**config.mk**
```make
export PLATFORM = sky130hd
export DESIGN_NAME = lpm_ctrl_flat
export DESIGN_NICKNAME = d
export VERILOG_FILES = /design/src/hdl/lpm_pkg.sv /design/src/hdl/lpm_if.sv /design/src/hdl/lpm_ctrl.sv /design/src/flat_wrapper.sv
export SDC_FILE = /design/constraint.sdc
export NUM_CORES = 1
export LEC_CHECK = 0
export ABC_CLOCK_PERIOD_IN_PS = 5640
export BUFFER_PORTS_ARGS = -buffer_cell sky130_fd_sc_hd__buf_2
export CORE_MARGIN = 4
export CORE_UTILIZATION = 40
export CTS_BUF_LIST = sky130_fd_sc_hd__clkbuf_4
export DETAILED_ROUTE_END_ITERATION = 6
export HOLD_SLACK_MARGIN = 0.03
export PLACE_DENSITY_LB_ADDON = 0.05
export SLEW_MARGIN = 20
export SYNTH_ARGS = -nofsm -noshare
export SYNTH_HDL_FRONTEND = slang
export SYNTH_SLANG_ARGS = --single-unit
```
**constraint.sdc**
```tcl
create_clock -name clk_i -period 5.64 [get_ports clk_i]
set_input_delay 0.282 -clock clk_i [delete_from_list [all_inputs] [get_ports clk_i]]
set_output_delay 0.282 -clock clk_i [all_outputs]
set_load 0.01 [all_outputs]
```
**src/hdl/lpm_pkg.sv**
```systemverilog
// lpm_pkg: shared constants and types for the low-power mode controller pair
// assumes a single 10 MHz system clock shared by both ends
package lpm_pkg;

   // ****************************************
   // timing
   // ****************************************
   localparam int unsigned CLK_HZ          = 10_000_000;
   localparam int unsigned MCD_TIMEOUT_US  = 100;
   // longest time: rounds down
   localparam int unsigned MCD_CYCLES      = (MCD_TIMEOUT_US * (CLK_HZ / 1_000_000));
   localparam int unsigned WDT_CYCLES_DEF  = 4000;
   localparam int unsigned SET_GAP_CYCLES  = 2;

   // ****************************************
   // power control register layout
   // ****************************************
   localparam int unsigned POWER_CONTROL_REGISTER_IDLE_BIT   = 0;
   localparam int unsigned POWER_CONTROL_REGISTER_STOP_BIT   = 1;
   localparam logic [7:0]  POWER_CONTROL_REGISTER_RESET      = 8'h00;
   localparam logic [7:0]  POWER_CONTROL_REGISTER_GF_MASK    = 8'hFC;

   // ****************************************
   // oscillator control register layout
   // ****************************************
   localparam int unsigned OSC_SUSPEND_BIT = 5;
   localparam logic [7:0]  OSC_RESET       = 8'h00;

   // ****************************************
   // clock divider, restart address
   // ****************************************
   localparam logic [2:0]  SYSTEM_CLOCK_DIVIDER_FIELD_DIV1     = 3'h0;
   localparam logic [15:0] RESET_VECTOR    = 16'h0000;

   // ****************************************
   // controller register map (plain port)
   // ****************************************
   localparam logic [3:0]  CMD_OFS         = 4'h0;
   localparam logic [3:0]  CFG_OFS         = 4'h4;
   localparam logic [3:0]  STAT_OFS        = 4'h8;
   localparam int unsigned CMD_IDLE_BIT    = 0;
   localparam int unsigned CMD_STOP_BIT    = 1;
   localparam int unsigned CMD_SUSP_BIT    = 2;
   localparam int unsigned CFG_WDT_BIT     = 0;
   localparam int unsigned CFG_MCD_BIT     = 1;
   localparam int unsigned CFG_CMP_BIT     = 2;
   localparam int unsigned CFG_T3X8_BIT    = 3;
   localparam int unsigned CFG_DIV_LSB     = 4;
   localparam logic [7:0]  CFG_RESET       = 8'h00;

   typedef enum logic [1:0] {
      LPM_MODE_RUN,
      LPM_MODE_IDLE,
      LPM_MODE_STOP,
      LPM_MODE_SUSP
   } lpm_mode_t;

endpackage

```
**src/hdl/lpm_if.sv**
```systemverilog
// lpm_if: link between the power-mode controller and the processor core side
// assumes both ends share clk_i and rst_n_i
`timescale 1ns/1ps
interface lpm_if;
   logic                  power_control_register_wr;       // core writes power control register
   logic                  osc_wr;        // core writes oscillator control register
   logic [7:0]            wdata;         // write data for either register
   logic                  instr_done;    // setting instruction has completed
   logic [7:0]            power_control_register_rdata;    // power control read-back
   logic [7:0]            osc_rdata;     // oscillator control read-back
   logic [2:0]            system_clock_divider_field;        // system clock divider field
   logic                  wdt_en;        // watchdog enabled
   logic                  mcd_en;        // missing-clock detector enabled
   logic                  cmp_wake_en;   // comparator-low wake enabled
   logic                  t3_ext8;       // timer 3 clocked from external / 8
   logic                  irq_req;       // enabled interrupt pending
   logic                  cpu_halt;      // processor halted
   logic                  wake_irq;      // pulse: resumed, service interrupt
   logic                  resume;        // pulse: resumed at next instruction
   logic                  restart;       // pulse: reset sequence, fetch vector
   logic [15:0]           restart_addr;  // fetch address after restart
   lpm_pkg::lpm_mode_t    mode;          // current power mode

   modport dev (
      input  power_control_register_wr, osc_wr, wdata, instr_done, system_clock_divider_field, wdt_en, mcd_en,
             cmp_wake_en, t3_ext8, irq_req,
      output power_control_register_rdata, osc_rdata, cpu_halt, wake_irq, resume, restart,
             restart_addr, mode
   );
   modport core (
      output power_control_register_wr, osc_wr, wdata, instr_done, system_clock_divider_field, wdt_en, mcd_en,
             cmp_wake_en, t3_ext8, irq_req,
      input  power_control_register_rdata, osc_rdata, cpu_halt, wake_irq, resume, restart,
             restart_addr, mode
   );
endinterface

```
**src/hdl/lpm_ctrl.sv**
```systemverilog
// lpm_ctrl: power-mode controller (idle, stop, suspend) and its wake logic
// assumes the core pulses instr_done once the setting instruction completes
// Contract
// - three modes: idle, stop, suspend
// - idle bit halts core after instruction
// - idle keeps registers, clocks, peripherals running
// - interrupt ends idle, clears bit, resumes
// - reset exits any mode, fetch 0x0000
// - follow idle write with two-byte instruction
// - watchdog runs in idle, resets on expiry
// - stop bit halts oscillator, core, peripherals
// - only reset leaves stop
// - missing-clock timeout resets out of stop
// - suspend bit halts core and oscillator
// - suspend keeps port match, timer 3 only
// - divider set to divide-by-1 before suspend
// - five events end suspend
// - timer 3 clocked external/8 for suspend
// - non-reset wake resumes at next instruction
// - pre-entry pending events do not wake
// - port match wake is level sensitive
// - idle and stop bits read zero
`timescale 1ns/1ps
module lpm_ctrl #(
   parameter int unsigned WDT_CYCLES = lpm_pkg::WDT_CYCLES_DEF  // watchdog expiry
) (
   input  wire logic      clk_i,          // system clock
   input  wire logic      rst_n_i,        // async reset, active low
   lpm_if.dev             bus,            // link to the core side
   input  wire logic      ext_rst_i,      // external reset request
   input  wire logic      wdt_kick_i,     // watchdog restart pulse
   input  wire logic      port_match_i,   // port match level
   input  wire logic      t3_ovf_i,       // timer 3 overflow pulse
   input  wire logic      cmp_low_i,      // comparator output low level
   input  wire logic      cs_gt_i,        // capacitive sense greater-than pulse
   output logic           hfosc_run_o,    // internal oscillator running
   output logic           dig_clk_en_o,   // digital peripheral clock enable
   output logic           port_match_en_o,// port match logic active
   output logic           t3_run_o        // timer 3 active
);

   // ****************************************
   // state and registers
   // ****************************************
   lpm_pkg::lpm_mode_t state_reg;
   logic [7:0]  gf_reg;
   logic [7:0]  osc_reg;
   logic        idle_pend_reg;
   logic        stop_pend_reg;
   logic        susp_pend_reg;
   logic [31:0] wdt_cnt_reg;
   logic [31:0] mcd_cnt_reg;
   logic        wdt_fire;
   logic        mcd_fire;
   logic        any_rst;
   logic        susp_wake;
   logic        idle_wake;

   assign wdt_fire  = bus.wdt_en && (state_reg != lpm_pkg::LPM_MODE_STOP)
                      && (state_reg != lpm_pkg::LPM_MODE_SUSP)
                      && (wdt_cnt_reg >= WDT_CYCLES - 1);
   assign mcd_fire  = bus.mcd_en && (state_reg == lpm_pkg::LPM_MODE_STOP)
                      && (mcd_cnt_reg >= lpm_pkg::MCD_CYCLES - 1);
   assign any_rst   = ext_rst_i || wdt_fire || mcd_fire;
   // edge sources only count while already suspended; port match is a level
   assign susp_wake = (state_reg == lpm_pkg::LPM_MODE_SUSP) &&
                      (port_match_i || t3_ovf_i || cs_gt_i ||
                       (bus.cmp_wake_en && cmp_low_i));
   assign idle_wake = (state_reg == lpm_pkg::LPM_MODE_IDLE) && bus.irq_req;

   // ****************************************
   // mode state machine
   // ****************************************
   always_ff @(posedge clk_i or negedge rst_n_i) begin
      if (!rst_n_i) begin
         state_reg <= lpm_pkg::LPM_MODE_RUN;
      end else if (any_rst) begin
         state_reg <= lpm_pkg::LPM_MODE_RUN;
      end else begin
         case (state_reg)
            lpm_pkg::LPM_MODE_RUN: begin
               if (bus.instr_done && stop_pend_reg) begin
                  state_reg <= lpm_pkg::LPM_MODE_STOP;
               end else if (bus.instr_done && susp_pend_reg) begin
                  state_reg <= lpm_pkg::LPM_MODE_SUSP;
               end else if (bus.instr_done && idle_pend_reg) begin
                  state_reg <= lpm_pkg::LPM_MODE_IDLE;
               end
            end
            lpm_pkg::LPM_MODE_IDLE: begin
               if (idle_wake) begin
                  state_reg <= lpm_pkg::LPM_MODE_RUN;
               end
            end
            lpm_pkg::LPM_MODE_STOP: begin
               state_reg <= lpm_pkg::LPM_MODE_STOP;
            end
            lpm_pkg::LPM_MODE_SUSP: begin
               if (susp_wake) begin
                  state_reg <= lpm_pkg::LPM_MODE_RUN;
               end
            end
            default: begin
               state_reg <= lpm_pkg::LPM_MODE_RUN;
            end
         endcase
      end
   end

   // ****************************************
   // power control register
   // ****************************************
   always_ff @(posedge clk_i or negedge rst_n_i) begin
      if (!rst_n_i) begin
         gf_reg        <= lpm_pkg::POWER_CONTROL_REGISTER_RESET;
         idle_pend_reg <= 1'b0;
         stop_pend_reg <= 1'b0;
      end else if (any_rst) begin
         gf_reg        <= lpm_pkg::POWER_CONTROL_REGISTER_RESET;
         idle_pend_reg <= 1'b0;
         stop_pend_reg <= 1'b0;
      end else if (bus.power_control_register_wr) begin
         gf_reg        <= bus.wdata & lpm_pkg::POWER_CONTROL_REGISTER_GF_MASK;
         idle_pend_reg <= bus.wdata[lpm_pkg::POWER_CONTROL_REGISTER_IDLE_BIT];
         stop_pend_reg <= bus.wdata[lpm_pkg::POWER_CONTROL_REGISTER_STOP_BIT];
      end else if (bus.instr_done || idle_wake) begin
         // bits are consumed on entry and cleared on wake
         idle_pend_reg <= 1'b0;
         stop_pend_reg <= 1'b0;
      end
   end

   assign bus.power_control_register_rdata = gf_reg;

   // ****************************************
   // oscillator control register
   // ****************************************
   always_ff @(posedge clk_i or negedge rst_n_i) begin
      if (!rst_n_i) begin
         osc_reg       <= lpm_pkg::OSC_RESET;
         susp_pend_reg <= 1'b0;
      end else if (any_rst) begin
         osc_reg       <= lpm_pkg::OSC_RESET;
         susp_pend_reg <= 1'b0;
      end else if (bus.osc_wr) begin
         osc_reg       <= bus.wdata;
         susp_pend_reg <= bus.wdata[lpm_pkg::OSC_SUSPEND_BIT];
      end else if (susp_wake) begin
         osc_reg[lpm_pkg::OSC_SUSPEND_BIT] <= 1'b0;
      end else if (bus.instr_done) begin
         susp_pend_reg <= 1'b0;
      end
   end

   assign bus.osc_rdata = osc_reg;

   // ****************************************
   // watchdog and missing-clock counters
   // ****************************************
   always_ff @(posedge clk_i or negedge rst_n_i) begin
      if (!rst_n_i) begin
         wdt_cnt_reg <= '0;
      end else if (any_rst || wdt_kick_i || !bus.wdt_en) begin
         wdt_cnt_reg <= '0;
      end else if (state_reg == lpm_pkg::LPM_MODE_RUN ||
                   state_reg == lpm_pkg::LPM_MODE_IDLE) begin
         wdt_cnt_reg <= wdt_cnt_reg + 32'h0000_0001;
      end
   end

   always_ff @(posedge clk_i or negedge rst_n_i) begin
      if (!rst_n_i) begin
         mcd_cnt_reg <= '0;
      end else if (state_reg == lpm_pkg::LPM_MODE_STOP && bus.mcd_en) begin
         mcd_cnt_reg <= mcd_cnt_reg + 32'h0000_0001;
      end else begin
         mcd_cnt_reg <= '0;
      end
   end

   // ****************************************
   // outputs to the core and clock gates
   // ****************************************
   always_ff @(posedge clk_i or negedge rst_n_i) begin
      if (!rst_n_i) begin
         bus.wake_irq     <= 1'b0;
         bus.resume       <= 1'b0;
         bus.restart      <= 1'b0;
         bus.restart_addr <= lpm_pkg::RESET_VECTOR;
      end else begin
         bus.wake_irq     <= idle_wake && !any_rst;
         bus.resume       <= susp_wake && !any_rst;
         bus.restart      <= any_rst;
         bus.restart_addr <= lpm_pkg::RESET_VECTOR;
      end
   end

   always_comb begin
      bus.mode     = state_reg;
      bus.cpu_halt = (state_reg != lpm_pkg::LPM_MODE_RUN);
   end

   always_ff @(posedge clk_i or negedge rst_n_i) begin
      if (!rst_n_i) begin
         hfosc_run_o     <= 1'b1;
         dig_clk_en_o    <= 1'b1;
         port_match_en_o <= 1'b1;
         t3_run_o        <= 1'b1;
      end else begin
         case (state_reg)
            lpm_pkg::LPM_MODE_STOP: begin
               hfosc_run_o     <= 1'b0;
               dig_clk_en_o    <= 1'b0;
               port_match_en_o <= 1'b0;
               t3_run_o        <= 1'b0;
            end
            lpm_pkg::LPM_MODE_SUSP: begin
               hfosc_run_o     <= 1'b0;
               dig_clk_en_o    <= 1'b0;
               port_match_en_o <= 1'b1;
               t3_run_o        <= bus.t3_ext8;
            end
            default: begin
               hfosc_run_o     <= 1'b1;
               dig_clk_en_o    <= 1'b1;
               port_match_en_o <= 1'b1;
               t3_run_o        <= 1'b1;
            end
         endcase
      end
   end

endmodule // lpm_ctrl

```
**src/flat_wrapper.sv**
```systemverilog
// flat-port wrapper written by rule: the top's interface ports become plain ports
module lpm_ctrl_flat 
#(
   parameter int unsigned WDT_CYCLES = lpm_pkg::WDT_CYCLES_DEF                    
)
  (clk_i, rst_n_i, ext_rst_i, wdt_kick_i, port_match_i, t3_ovf_i, cmp_low_i, cs_gt_i, hfosc_run_o, dig_clk_en_o, port_match_en_o, t3_run_o, bus_power_control_register_wr, bus_osc_wr, bus_wdata, bus_instr_done, bus_system_clock_divider_field, bus_wdt_en, bus_mcd_en, bus_cmp_wake_en, bus_t3_ext8, bus_irq_req, bus_power_control_register_rdata, bus_osc_rdata, bus_cpu_halt, bus_wake_irq, bus_resume, bus_restart, bus_restart_addr, bus_mode);
  lpm_if bus_i ();
  input  wire logic clk_i;
  input  wire logic rst_n_i;
  input  wire logic ext_rst_i;
  input  wire logic wdt_kick_i;
  input  wire logic port_match_i;
  input  wire logic t3_ovf_i;
  input  wire logic cmp_low_i;
  input  wire logic cs_gt_i;
  output logic hfosc_run_o;
  output logic dig_clk_en_o;
  output logic port_match_en_o;
  output logic t3_run_o;
  input wire logic [$bits(bus_i.power_control_register_wr)-1:0] bus_power_control_register_wr;
  input wire logic [$bits(bus_i.osc_wr)-1:0] bus_osc_wr;
  input wire logic [$bits(bus_i.wdata)-1:0] bus_wdata;
  input wire logic [$bits(bus_i.instr_done)-1:0] bus_instr_done;
  input wire logic [$bits(bus_i.system_clock_divider_field)-1:0] bus_system_clock_divider_field;
  input wire logic [$bits(bus_i.wdt_en)-1:0] bus_wdt_en;
  input wire logic [$bits(bus_i.mcd_en)-1:0] bus_mcd_en;
  input wire logic [$bits(bus_i.cmp_wake_en)-1:0] bus_cmp_wake_en;
  input wire logic [$bits(bus_i.t3_ext8)-1:0] bus_t3_ext8;
  input wire logic [$bits(bus_i.irq_req)-1:0] bus_irq_req;
  output wire logic [$bits(bus_i.power_control_register_rdata)-1:0] bus_power_control_register_rdata;
  output wire logic [$bits(bus_i.osc_rdata)-1:0] bus_osc_rdata;
  output wire logic [$bits(bus_i.cpu_halt)-1:0] bus_cpu_halt;
  output wire logic [$bits(bus_i.wake_irq)-1:0] bus_wake_irq;
  output wire logic [$bits(bus_i.resume)-1:0] bus_resume;
  output wire logic [$bits(bus_i.restart)-1:0] bus_restart;
  output wire logic [$bits(bus_i.restart_addr)-1:0] bus_restart_addr;
  output wire logic [$bits(bus_i.mode)-1:0] bus_mode;
  assign bus_i.power_control_register_wr = bus_power_control_register_wr;
  assign bus_i.osc_wr = bus_osc_wr;
  assign bus_i.wdata = bus_wdata;
  assign bus_i.instr_done = bus_instr_done;
  assign bus_i.system_clock_divider_field = bus_system_clock_divider_field;
  assign bus_i.wdt_en = bus_wdt_en;
  assign bus_i.mcd_en = bus_mcd_en;
  assign bus_i.cmp_wake_en = bus_cmp_wake_en;
  assign bus_i.t3_ext8 = bus_t3_ext8;
  assign bus_i.irq_req = bus_irq_req;
  assign bus_power_control_register_rdata = bus_i.power_control_register_rdata;
  assign bus_osc_rdata = bus_i.osc_rdata;
  assign bus_cpu_halt = bus_i.cpu_halt;
  assign bus_wake_irq = bus_i.wake_irq;
  assign bus_resume = bus_i.resume;
  assign bus_restart = bus_i.restart;
  assign bus_restart_addr = bus_i.restart_addr;
  assign bus_mode = bus_i.mode;
  lpm_ctrl #(.WDT_CYCLES(WDT_CYCLES)) u_core (.clk_i(clk_i), .rst_n_i(rst_n_i), .bus(bus_i), .ext_rst_i(ext_rst_i), .wdt_kick_i(wdt_kick_i), .port_match_i(port_match_i), .t3_ovf_i(t3_ovf_i), .cmp_low_i(cmp_low_i), .cs_gt_i(cs_gt_i), .hfosc_run_o(hfosc_run_o), .dig_clk_en_o(dig_clk_en_o), .port_match_en_o(port_match_en_o), .t3_run_o(t3_run_o));
endmodule
```
==> metrics.csv, run 1 <==
metric;value;unit
max_slew_margin;41.6;%
cp-startpoint;u_core.mcd_cnt_reg[0];
ys_async_sr_fraction;100;%
path_cells;ha_1 -> a211oi_1 -> nor3b_1 -> o32ai_1 -> nand3_1 -> a221oi_1;
pin_count;69;
r2r-end;u_core.bus.mode[1];
syn_inst;445;
hold_class;in -> reg;
worst_slack;2.72;ns
track_usage;15.4;%
cp_max_fo;22;
synth_cell_types;48;
place_congestion;0.793;
r2r-start;u_core.mcd_cnt_reg[0];
path_class;reg -> reg;
fin_tns_setup;0;ns
p_per_area;247;nW/um2
place_ws;2.61;ns
ys.flop_type;dfrtp_1;
endpoint;u_core.bus.mode[1];
worstPathRequired;5.95;ns
routed_wl;9.21;mm
dpl.hpwl;6.32;mm
io_buffer_count;47;
outcome;complete, no violations;
via_per_inst;5.09;
cts_tree;yes;
hold_depth;3;
drive_gt1_share;15.5;%
areaGrowthSynthToFinish;10.8;%
ys_seq_area_share;51.0;%
drv_slew;0;
worstSetupStartpointType;flop;
end_kind;flop;
core_area;10500;um2
num_vias;3230;
first_iter_violations;139;
clkTransAtPathRegs;0.14;ns
row_count;37;
grt_pass1_wl;16.0;mm
grt_pass1_vias;3208;
seqCellArea;2230;um2
layout.nets;522;
multi_input_area;1990;um2
synth_warnings;0;
n_fill_cell;1060;
htree_num_levels;3;
gr-total-overflow;0;
r2r_cells;6;
grt_max_degree;55;
dr.pass1.iters;4;
leakagePower;2.18;nW
fin_crit;2.92;ns
die_w;113;um
fin_worst_skew;0.0141;ns
post-cts-setup-buffer-count;0;
synth-edff-count;0;
numCtsBuffers;9;
dieArea;12700;um2
antenna_found_initial;1;
rsz0062_at_grt;no;
finalSetupViolCount;0;
post-route-period-util;51.8;%
max_slew.worst_pin.slew;0.873;ns
cts.sinks;89;
antenna_cells;0;
syn_area_per_cell;9.83;um2
ir_worst_vdd;0.105;mV
arrival;3.23;ns
hold_violations;0;
initial_core_util;41.8;%
clk_latency;0.43;ns
die_h;113;um
postRouteAntennaNets;0;
rrSetupSlack;2.72;ns
clockBufferDepth;2;
cpMaxStageDelayCell;nand3_1;
cts_root_buffer;clkbuf_4;
min_from;bus_wdata[7];
drcViolationCount;0;
cpPeakStageDelay;0.75;ns
post_drt_wl_per_cell;14.5;um
timing.fmax;342;MHz
ys_ff_latch;89;
synth_area;4370;um2
drv_cap;0;
placed cells by master (no fill, tap or decap), types with 3 or more instances in the layout:
master,n
nand2_1,32
nor4_1,10
nor3b_1,4
or2_2,4
buf_2,46
a31oi_1,6
and4_1,5
nand3_1,25
nor2_1,85
buf_4,3
a21oi_1,8
clkbuf_4,10
and3_1,7
dfrtp_1,86
nor3_1,9
inv_1,7
dfstp_2,3
nand4_1,19
mux2i_1,15
conb_1,18
nand3b_1,5
xor2_1,29
xnor2_1,16
o21ai_0,5
or3_1,7
power breakdown:
group          switching [mW]  internal, mW
sequential             0.0178         0.662
combinational          0.0779        0.0417
clock                   0.214         0.183
total                   0.309         0.887
cells by family after synthesis:
family	Yosys count	synth area share, %
flops	89	51.0
simple gates	226	26.7
buf+inv	38	5.04
fa+ha+maj	2	0.572
other cells	1	0.0858
compound gates	29	4.18
mux	15	3.43
xor+xnor	45	9.01
worst max-delay path, delay by kind of cell (launching register included):
kind | cells | cell delay (ns)
AOI/OAI and AO/OA | 3 | 1.24
adders and majority gates | 1 | 0.26
DFF | 1 | 0.43
and+or+nand+nor | 2 | 0.86
how the worst min path moves through the flow:
stage	to	slack [ns]
floorplan	u_core.bus.mode[0]	-0.01
global placement	u_core.mcd_cnt_reg[14]	0.27
detailed placement	u_core.mcd_cnt_reg[14]	0.27
CTS	u_core.bus.power_control_register_rdata[7]	0.07
global route	u_core.bus.wake_irq	0.1
finish	u_core.bus.power_control_register_rdata[7]	0.11
synthesized netlist by cell type (2+ instances only):
library cell	instances	area (um2)
dfrtp_1	86	2150
nor2_1	85	319
nand2_1	32	120
xor2_1	29	254
nand3_1	25	125
buf_4	19	143
nand4_1	19	119
xnor2_1	16	140
mux2i_1	15	150
nor4_1	10	62.6
nor3_1	9	45.0
a21oi_1	8	40.0
and3_1	7	43.8
inv_1	7	26.3
or3_1	7	43.8
a31oi_1	6	37.5
and4_1	5	43.8
buf_2	5	25.0
nand3b_1	5	37.5
o21ai_0	5	25.0
buf_1	4	15.0
nor3b_1	4	30.0
or2_2	4	25.0
clkbuf_1	3	11.3
dfstp_2	3	78.8
a211oi_1	2	15.0
a22oi_1	2	15.0
ha_1	2	25.0
nor2b_1	2	12.5
repair_timing:
item	CTS	global route
hold endpoints to repair	35	0
gates resized for setup	0	0
endpoints found under the setup margin	0	0
hold buffers	2	0
routing by layer:
layer  track usage [%]  up-vias  wire length (um)
li1                  -     1601                 -
met1              22.5     1543              4640
met2              22.6       75              3990
met3              3.29        9               473
met4              5.77        2                99
met5                 0        -                12
area by class of cell:
cell class | count | area share, %
Tap cell | 136 | 3.51
Inverter | 7 | 0.542
Clock inverter | 6 | 1.70
Timing Repair Buffer | 51 | 5.63
Multi-Input combinational cell | 335 | 41.0
Clock buffer | 10 | 1.55
Sequential cell | 89 | 46.1
through the flow:
stage / hold slack, ns / instance area [um2] / total power [mW] / cells / utilization, %
2_1_floorplan: -0.0136 / 4440 / 0.765 / 462 / -
3_3_place_gp: 0.271 / 4670 / 0.812 / 616 / 44.6
3_5_place_dp: 0.270 / 4670 / 0.814 / 616 / 44.6
4_1_cts: 0.0719 / 4840 / 1.22 / 634 / 46.3
5_1_grt: 0.0982 / 4840 / 1.26 / 634 / 46.3
6_report: 0.108 / 4840 / 1.20 / 634 / 46.3
(Power assumes the default switching activity.)
==> run 2: changes to the inputs <==
--- a/config.mk
+++ b/config.mk
@@ -5,7 +5,7 @@
 export SDC_FILE = /design/constraint.sdc
 export NUM_CORES = 1
 export LEC_CHECK = 0
-export ABC_CLOCK_PERIOD_IN_PS = 5640
+export ABC_CLOCK_PERIOD_IN_PS = 2940
 export BUFFER_PORTS_ARGS = -buffer_cell sky130_fd_sc_hd__buf_2
 export CORE_MARGIN = 4
 export CORE_UTILIZATION = 40
==> constraint.sdc (replaced) <==
create_clock -name clk_i -period 2.94 [get_ports clk_i]
set_input_delay 0.147 -clock clk_i [delete_from_list [all_inputs] [get_ports clk_i]]
set_output_delay 0.147 -clock clk_i [all_outputs]
set_load 0.01 [all_outputs]
==> run 2 against run 1 <==
Maximum frequency grew 15%; first-iteration DRC count shrank 14%; die area is the same; utilization grew 1.6 points; global-route usage shrank 0.33 points; critical path depth grew 1; hold slack lost 0.036 ns; critical endpoint is now u_core.wdt_cnt_reg[15].
==> metrics.csv, run 2 (synthesis gave the netlist of run 1 again) <==
metric;value;unit
clkTransAtPathRegs;0.14;ns
hold_class;in -> reg;
htree_num_levels;3;
antenna_cells;0;
routed_wl;9.14;mm
fin_crit;2.53;ns
postRouteAntennaNets;0;
place_congestion;0.794;
via_per_inst;4.97;
drv_slew;0;
p_per_area;468;nW/um2
die_h;113;um
num_vias;3235;
first_iter_violations;119;
numCtsBuffers;9;
arrival;2.88;ns
pin_count;69;
n_fill_cell;1029;
multi_input_area;1990;um2
gr-total-overflow;0;
grt_pass1_vias;3143;
dpl-instance-area;4710;um2
cp_max_fo;12;
path_class;reg -> reg;
dieArea;12700;um2
whs;0.0715;ns
drv_cap;0;
worstSetupStartpointType;flop;
max_slew_margin;45.8;%
track_usage;15.1;%
timing.fmax;395;MHz
areaGrowthSynthToFinish;14.6;%
drcViolationCount;0;
clockBufferDepth;2;
leakagePower;2.26;nW
cts_tree;yes;
hold_violations;0;
drive_gt1_share;16.1;%
fin_tns_setup;0;ns
finalSetupViolCount;0;
row_count;37;
ir_worst_vdd;0.207;mV
rsz0062_at_grt;no;
grt_pass1_wl;15.6;mm
final_cell_area;5010;um2
core_area;10500;um2
cts.sinks;89;
max_slew.worst_pin.slew;0.812;ns
layout.nets;539;
seqCellArea;2230;um2
cts_root_buffer;clkbuf_4;
placed_cells;622;
place_ws;0.383;ns
worstPathRequired;3.29;ns
layout.cells.non_filler;651;
final_common_cell;dfrtp_1;
io_buffer_count;47;
end_kind;flop;
post_drt_wl_per_cell;14.0;um
fin_worst_skew;0.0247;ns
initial_core_util;41.8;%
die_w;113;um
dpl.hpwl;6.26;mm
dr.pass1.iters;4;
post-route-period-util;86.1;%
worst_slack;0.409;ns
mostFrequentLayoutCells;86 x dfrtp_1, 85 x nor2_1, 46 x buf_2, 32 x nand2_1, 29 x xor2_1;
clk_latency;0.43;ns
outcome;complete, no violations;
antenna_found_initial;0;
grt_max_degree;64;
==> run 2: cell types whose count changed in the layout (fill, tap and decap cells not counted), sizes merged <==
cell         change
clkinv           -1
dlygate4sd3     +11
buf              +6
inv              +2
clkbuf           -1
==> run 2: timing repair <==
item                                   in CTS  in global routing
hold buffers                               13                  0
gates resized for setup                     0                  0
setup buffers                               0                  0
endpoints found under the hold margin      81                  0
==> run 2: per-stage QoR <==
stage                     total power, mW  util, %
after detailed placement             1.57     45.0
after global placement               1.57     45.0
after floorplan                      1.47        -
final                                2.34     47.9
after CTS                            2.39     47.9
after global routing                 2.46     47.9
==> run 2: power breakdown <==
group / leakage [nW] / switching, mW / internal, mW
sequential: 1.21 / 0.0227 / 1.27
clock: 0.0901 / 0.433 / 0.354
combinational: 0.961 / 0.164 / 0.0980
total: 2.26 / 0.620 / 1.72
==> run 2: final cells by class <==
cell class	count	area share, %
sequential	89	44.5
inverter	7	0.524
tap	136	3.40
multi-input combinational	335	39.6
clock inverter	7	2.02
timing repair buffer	68	8.54
clock buffer	9	1.35
==> run 2: metal layers <==
layer  part of all wire, %  global-route usage [%]
met2                    43                    21.7
met5                     0                       0
met1                    51                    22.4
met4                   1.5                    5.61
met3                   4.9                    3.07
==> run 2: final timing paths <==
check                                       from                     end  slack, ns  cells after the start
max                        u_core.mcd_cnt_reg[0]  u_core.wdt_cnt_reg[15]       0.41                      7
min                                     t3_ovf_i      u_core.bus.mode[1]       0.07                      4
max reg2reg                u_core.mcd_cnt_reg[0]  u_core.wdt_cnt_reg[15]       0.41                      7
min reg2reg                u_core.mcd_cnt_reg[0]   u_core.mcd_cnt_reg[0]       0.50                      1
max in group asynchronous                rst_n_i  u_core.port_match_en_o       1.80                      3
min in group asynchronous                rst_n_i  u_core.mcd_cnt_reg[17]       0.33                      2
==> run 2: worst max-delay path, cell delays in order, from the launching register on <==
cell and delay, ns:
dfrtp_1 0.43, ha_1 0.26, a211oi_1 0.25, nor3b_1 0.10, o32ai_1 0.53, nand3_1 0.45
buf_4 0.32, nor2_1 0.12
==> run 3: changes to the inputs <==
==> constraint.sdc (replaced) <==
create_clock -name clk_i -period 2.94 [get_ports clk_i]
set_input_delay 0.294 -clock clk_i [delete_from_list [all_inputs] [get_ports clk_i]]
set_output_delay 0.294 -clock clk_i [all_outputs]
set_load 0.01 [all_outputs]
==> run 3 against run 2 <==
Design area is 2.3% lower; critical path type unchanged; clock skew is 0.012 ns lower; die area stayed put.
==> metrics.csv, run 3 (synthesis gave the netlist of run 1 again) <==
metric;value;unit
rrSetupSlack;0.42;ns
cts_tree;yes;
num_vias;3254;
dieArea;12700;um2
dpl-instance-area;4720;um2
min_from;bus_wdata[5];
path_class;reg -> reg;
clockBufferDepth;2;
areaGrowthSynthToFinish;11.9;%
io_buffer_count;47;
r2r-start;u_core.mcd_cnt_reg[0];
final_common_cell;dfrtp_1;
numCtsBuffers;9;
hold_depth;3;
rsz0062_at_grt;no;
whs;0.0997;ns
drive_gt1_share;16.1;%
fin_worst_skew;0.0126;ns
max_slew.worst_pin.slew;0.627;ns
via_per_inst;5.09;
arrival;2.90;ns
antenna_cells;0;
layout.nets;527;
clk_latency;0.45;ns
track_usage;15.3;%
ctsResizeCount;0;
grt_max_degree;51;
htree_num_levels;3;
use_met3;5.61;%
r2r_cells;7;
p_per_area;474;nW/um2
ir_worst_vdd;0.319;mV
grt_use_met2;22.2;%
path_cells;ha_1 -> a211oi_1 -> nor3b_1 -> o32ai_1 -> nand3_1 -> buf_4 -> nor2_1;
gr-usage-met1;21.9;%
grt_pass1_wl;15.8;mm
post_drt_wl_per_cell;14.3;um
post-route-period-util;85.6;%
cp-startpoint;u_core.mcd_cnt_reg[0];
hold_violations;0;
drcViolationCount;0;
first_iter_violations;134;
timing.fmax;397;MHz
routed_wl;9.16;mm
grt_pass1_vias;3123;
worstSetupStartpointType;flop;
hold_class;in -> reg;
pin_count;69;
r2r-end;u_core.wdt_cnt_reg[31];
path_buf_inv;1;
fin_tns_setup;0;ns
critPathTopFamily;compound AO/OA/AOI/OAI gates;
cts.sinks;89;
drv_cap;0;
core_area;10500;um2
final_cell_area;4890;um2
clkTransAtPathRegs;0.13;ns
worstHoldEndpoint;u_core.bus.power_control_register_rdata[5];
cpPeakStageDelay;0.52;ns
outcome;complete, no violations;
gr-total-overflow;0;
n_fill_cell;1019;
drv_slew;0;
dpl.hpwl;6.32;mm
cts_root_buffer;clkbuf_4;
end_kind;flop;
die_w;113;um
worstPathRequired;3.32;ns
mostFrequentLayoutCells;86 x dfrtp_1, 85 x nor2_1, 46 x buf_2, 32 x nand2_1, 29 x xor2_1;
cp_max_fo;12;
cpMaxStageDelayCell;o32ai_1;
initial_core_util;41.8;%
antenna_found_initial;1;
die_h;113;um
postRouteAntennaNets;0;
leakagePower;2.21;nW
fin_crit;2.52;ns
max_slew_margin;57.8;%
finalSetupViolCount;0;
dr.pass1.iters;4;
place_congestion;0.783;
row_count;37;
busiest_layer;met2;
run 3: changes by cell type in the layout (fill, tap and decap cells not counted), sizes merged:
cell / previous run / this run
buf: 55 / 54
clkinv: 3 / 2
inv: 9 / 7
clkbuf: 9 / 12
dlygate4sd3: 13 / 2
run 3: how the worst max path moves through the flow:
stage	cells after the start	end	slack (ns)
floorplan	7	u_core.wdt_cnt_reg[28]	1.17
global placement	6	u_core.wdt_cnt_reg[6]	0.44
detailed placement	7	u_core.wdt_cnt_reg[11]	0.38
CTS	7	u_core.wdt_cnt_reg[31]	0.34
global route	7	u_core.wdt_cnt_reg[0]	0.11
finish	7	u_core.wdt_cnt_reg[31]	0.42
run 3: worst min-delay path, delay by kind of cell:
family / cells / cell delay, ns
buffers and inverters: 1 / 0.09
multiplexers: 1 / 0.06
AND/OR/NAND/NOR: 1 / 0.07
run 3: per-stage QoR:
stage                     power [mW]  cells  setup WS (ns)  utilization [%]
after floorplan                 1.47    462           1.17                -
after global placement          1.57    621          0.437             45.1
after detailed placement        1.57    621          0.380             45.1
after CTS                       2.36    639          0.343             46.8
after global routing            2.44    639          0.105             46.8
final                           2.32    639          0.422             46.8
run 3: layer usage:
layer / part of all wire, % / vias up
li1: - / 1607
met1: 49 / 1560
met2: 44 / 77
met3: 6.1 / 8
met4: 1.1 / 2
met5: 0.13 / -
run 3: final cells by class:
cell class	instances	area (um2)	share of cell area, %
Multi-Input combinational cell	335	1990	40.6
Clock inverter	4	67.6	1.38
Inverter	7	26.3	0.537
Tap cell	136	170	3.48
Sequential cell	89	2230	45.6
Clock buffer	12	90.1	1.84
Timing Repair Buffer	56	323	6.60
run 3: power by group:
part	internal, mW	switching, mW
clock	0.369	0.407
combinational	0.0894	0.161
sequential	1.27	0.0231
run 3: repair_timing:
action / 4_1_cts / 5_1_grt
setup buffers: 0 / 0
hold buffers: 2 / 0
endpoints found under the hold margin: 38 / 0
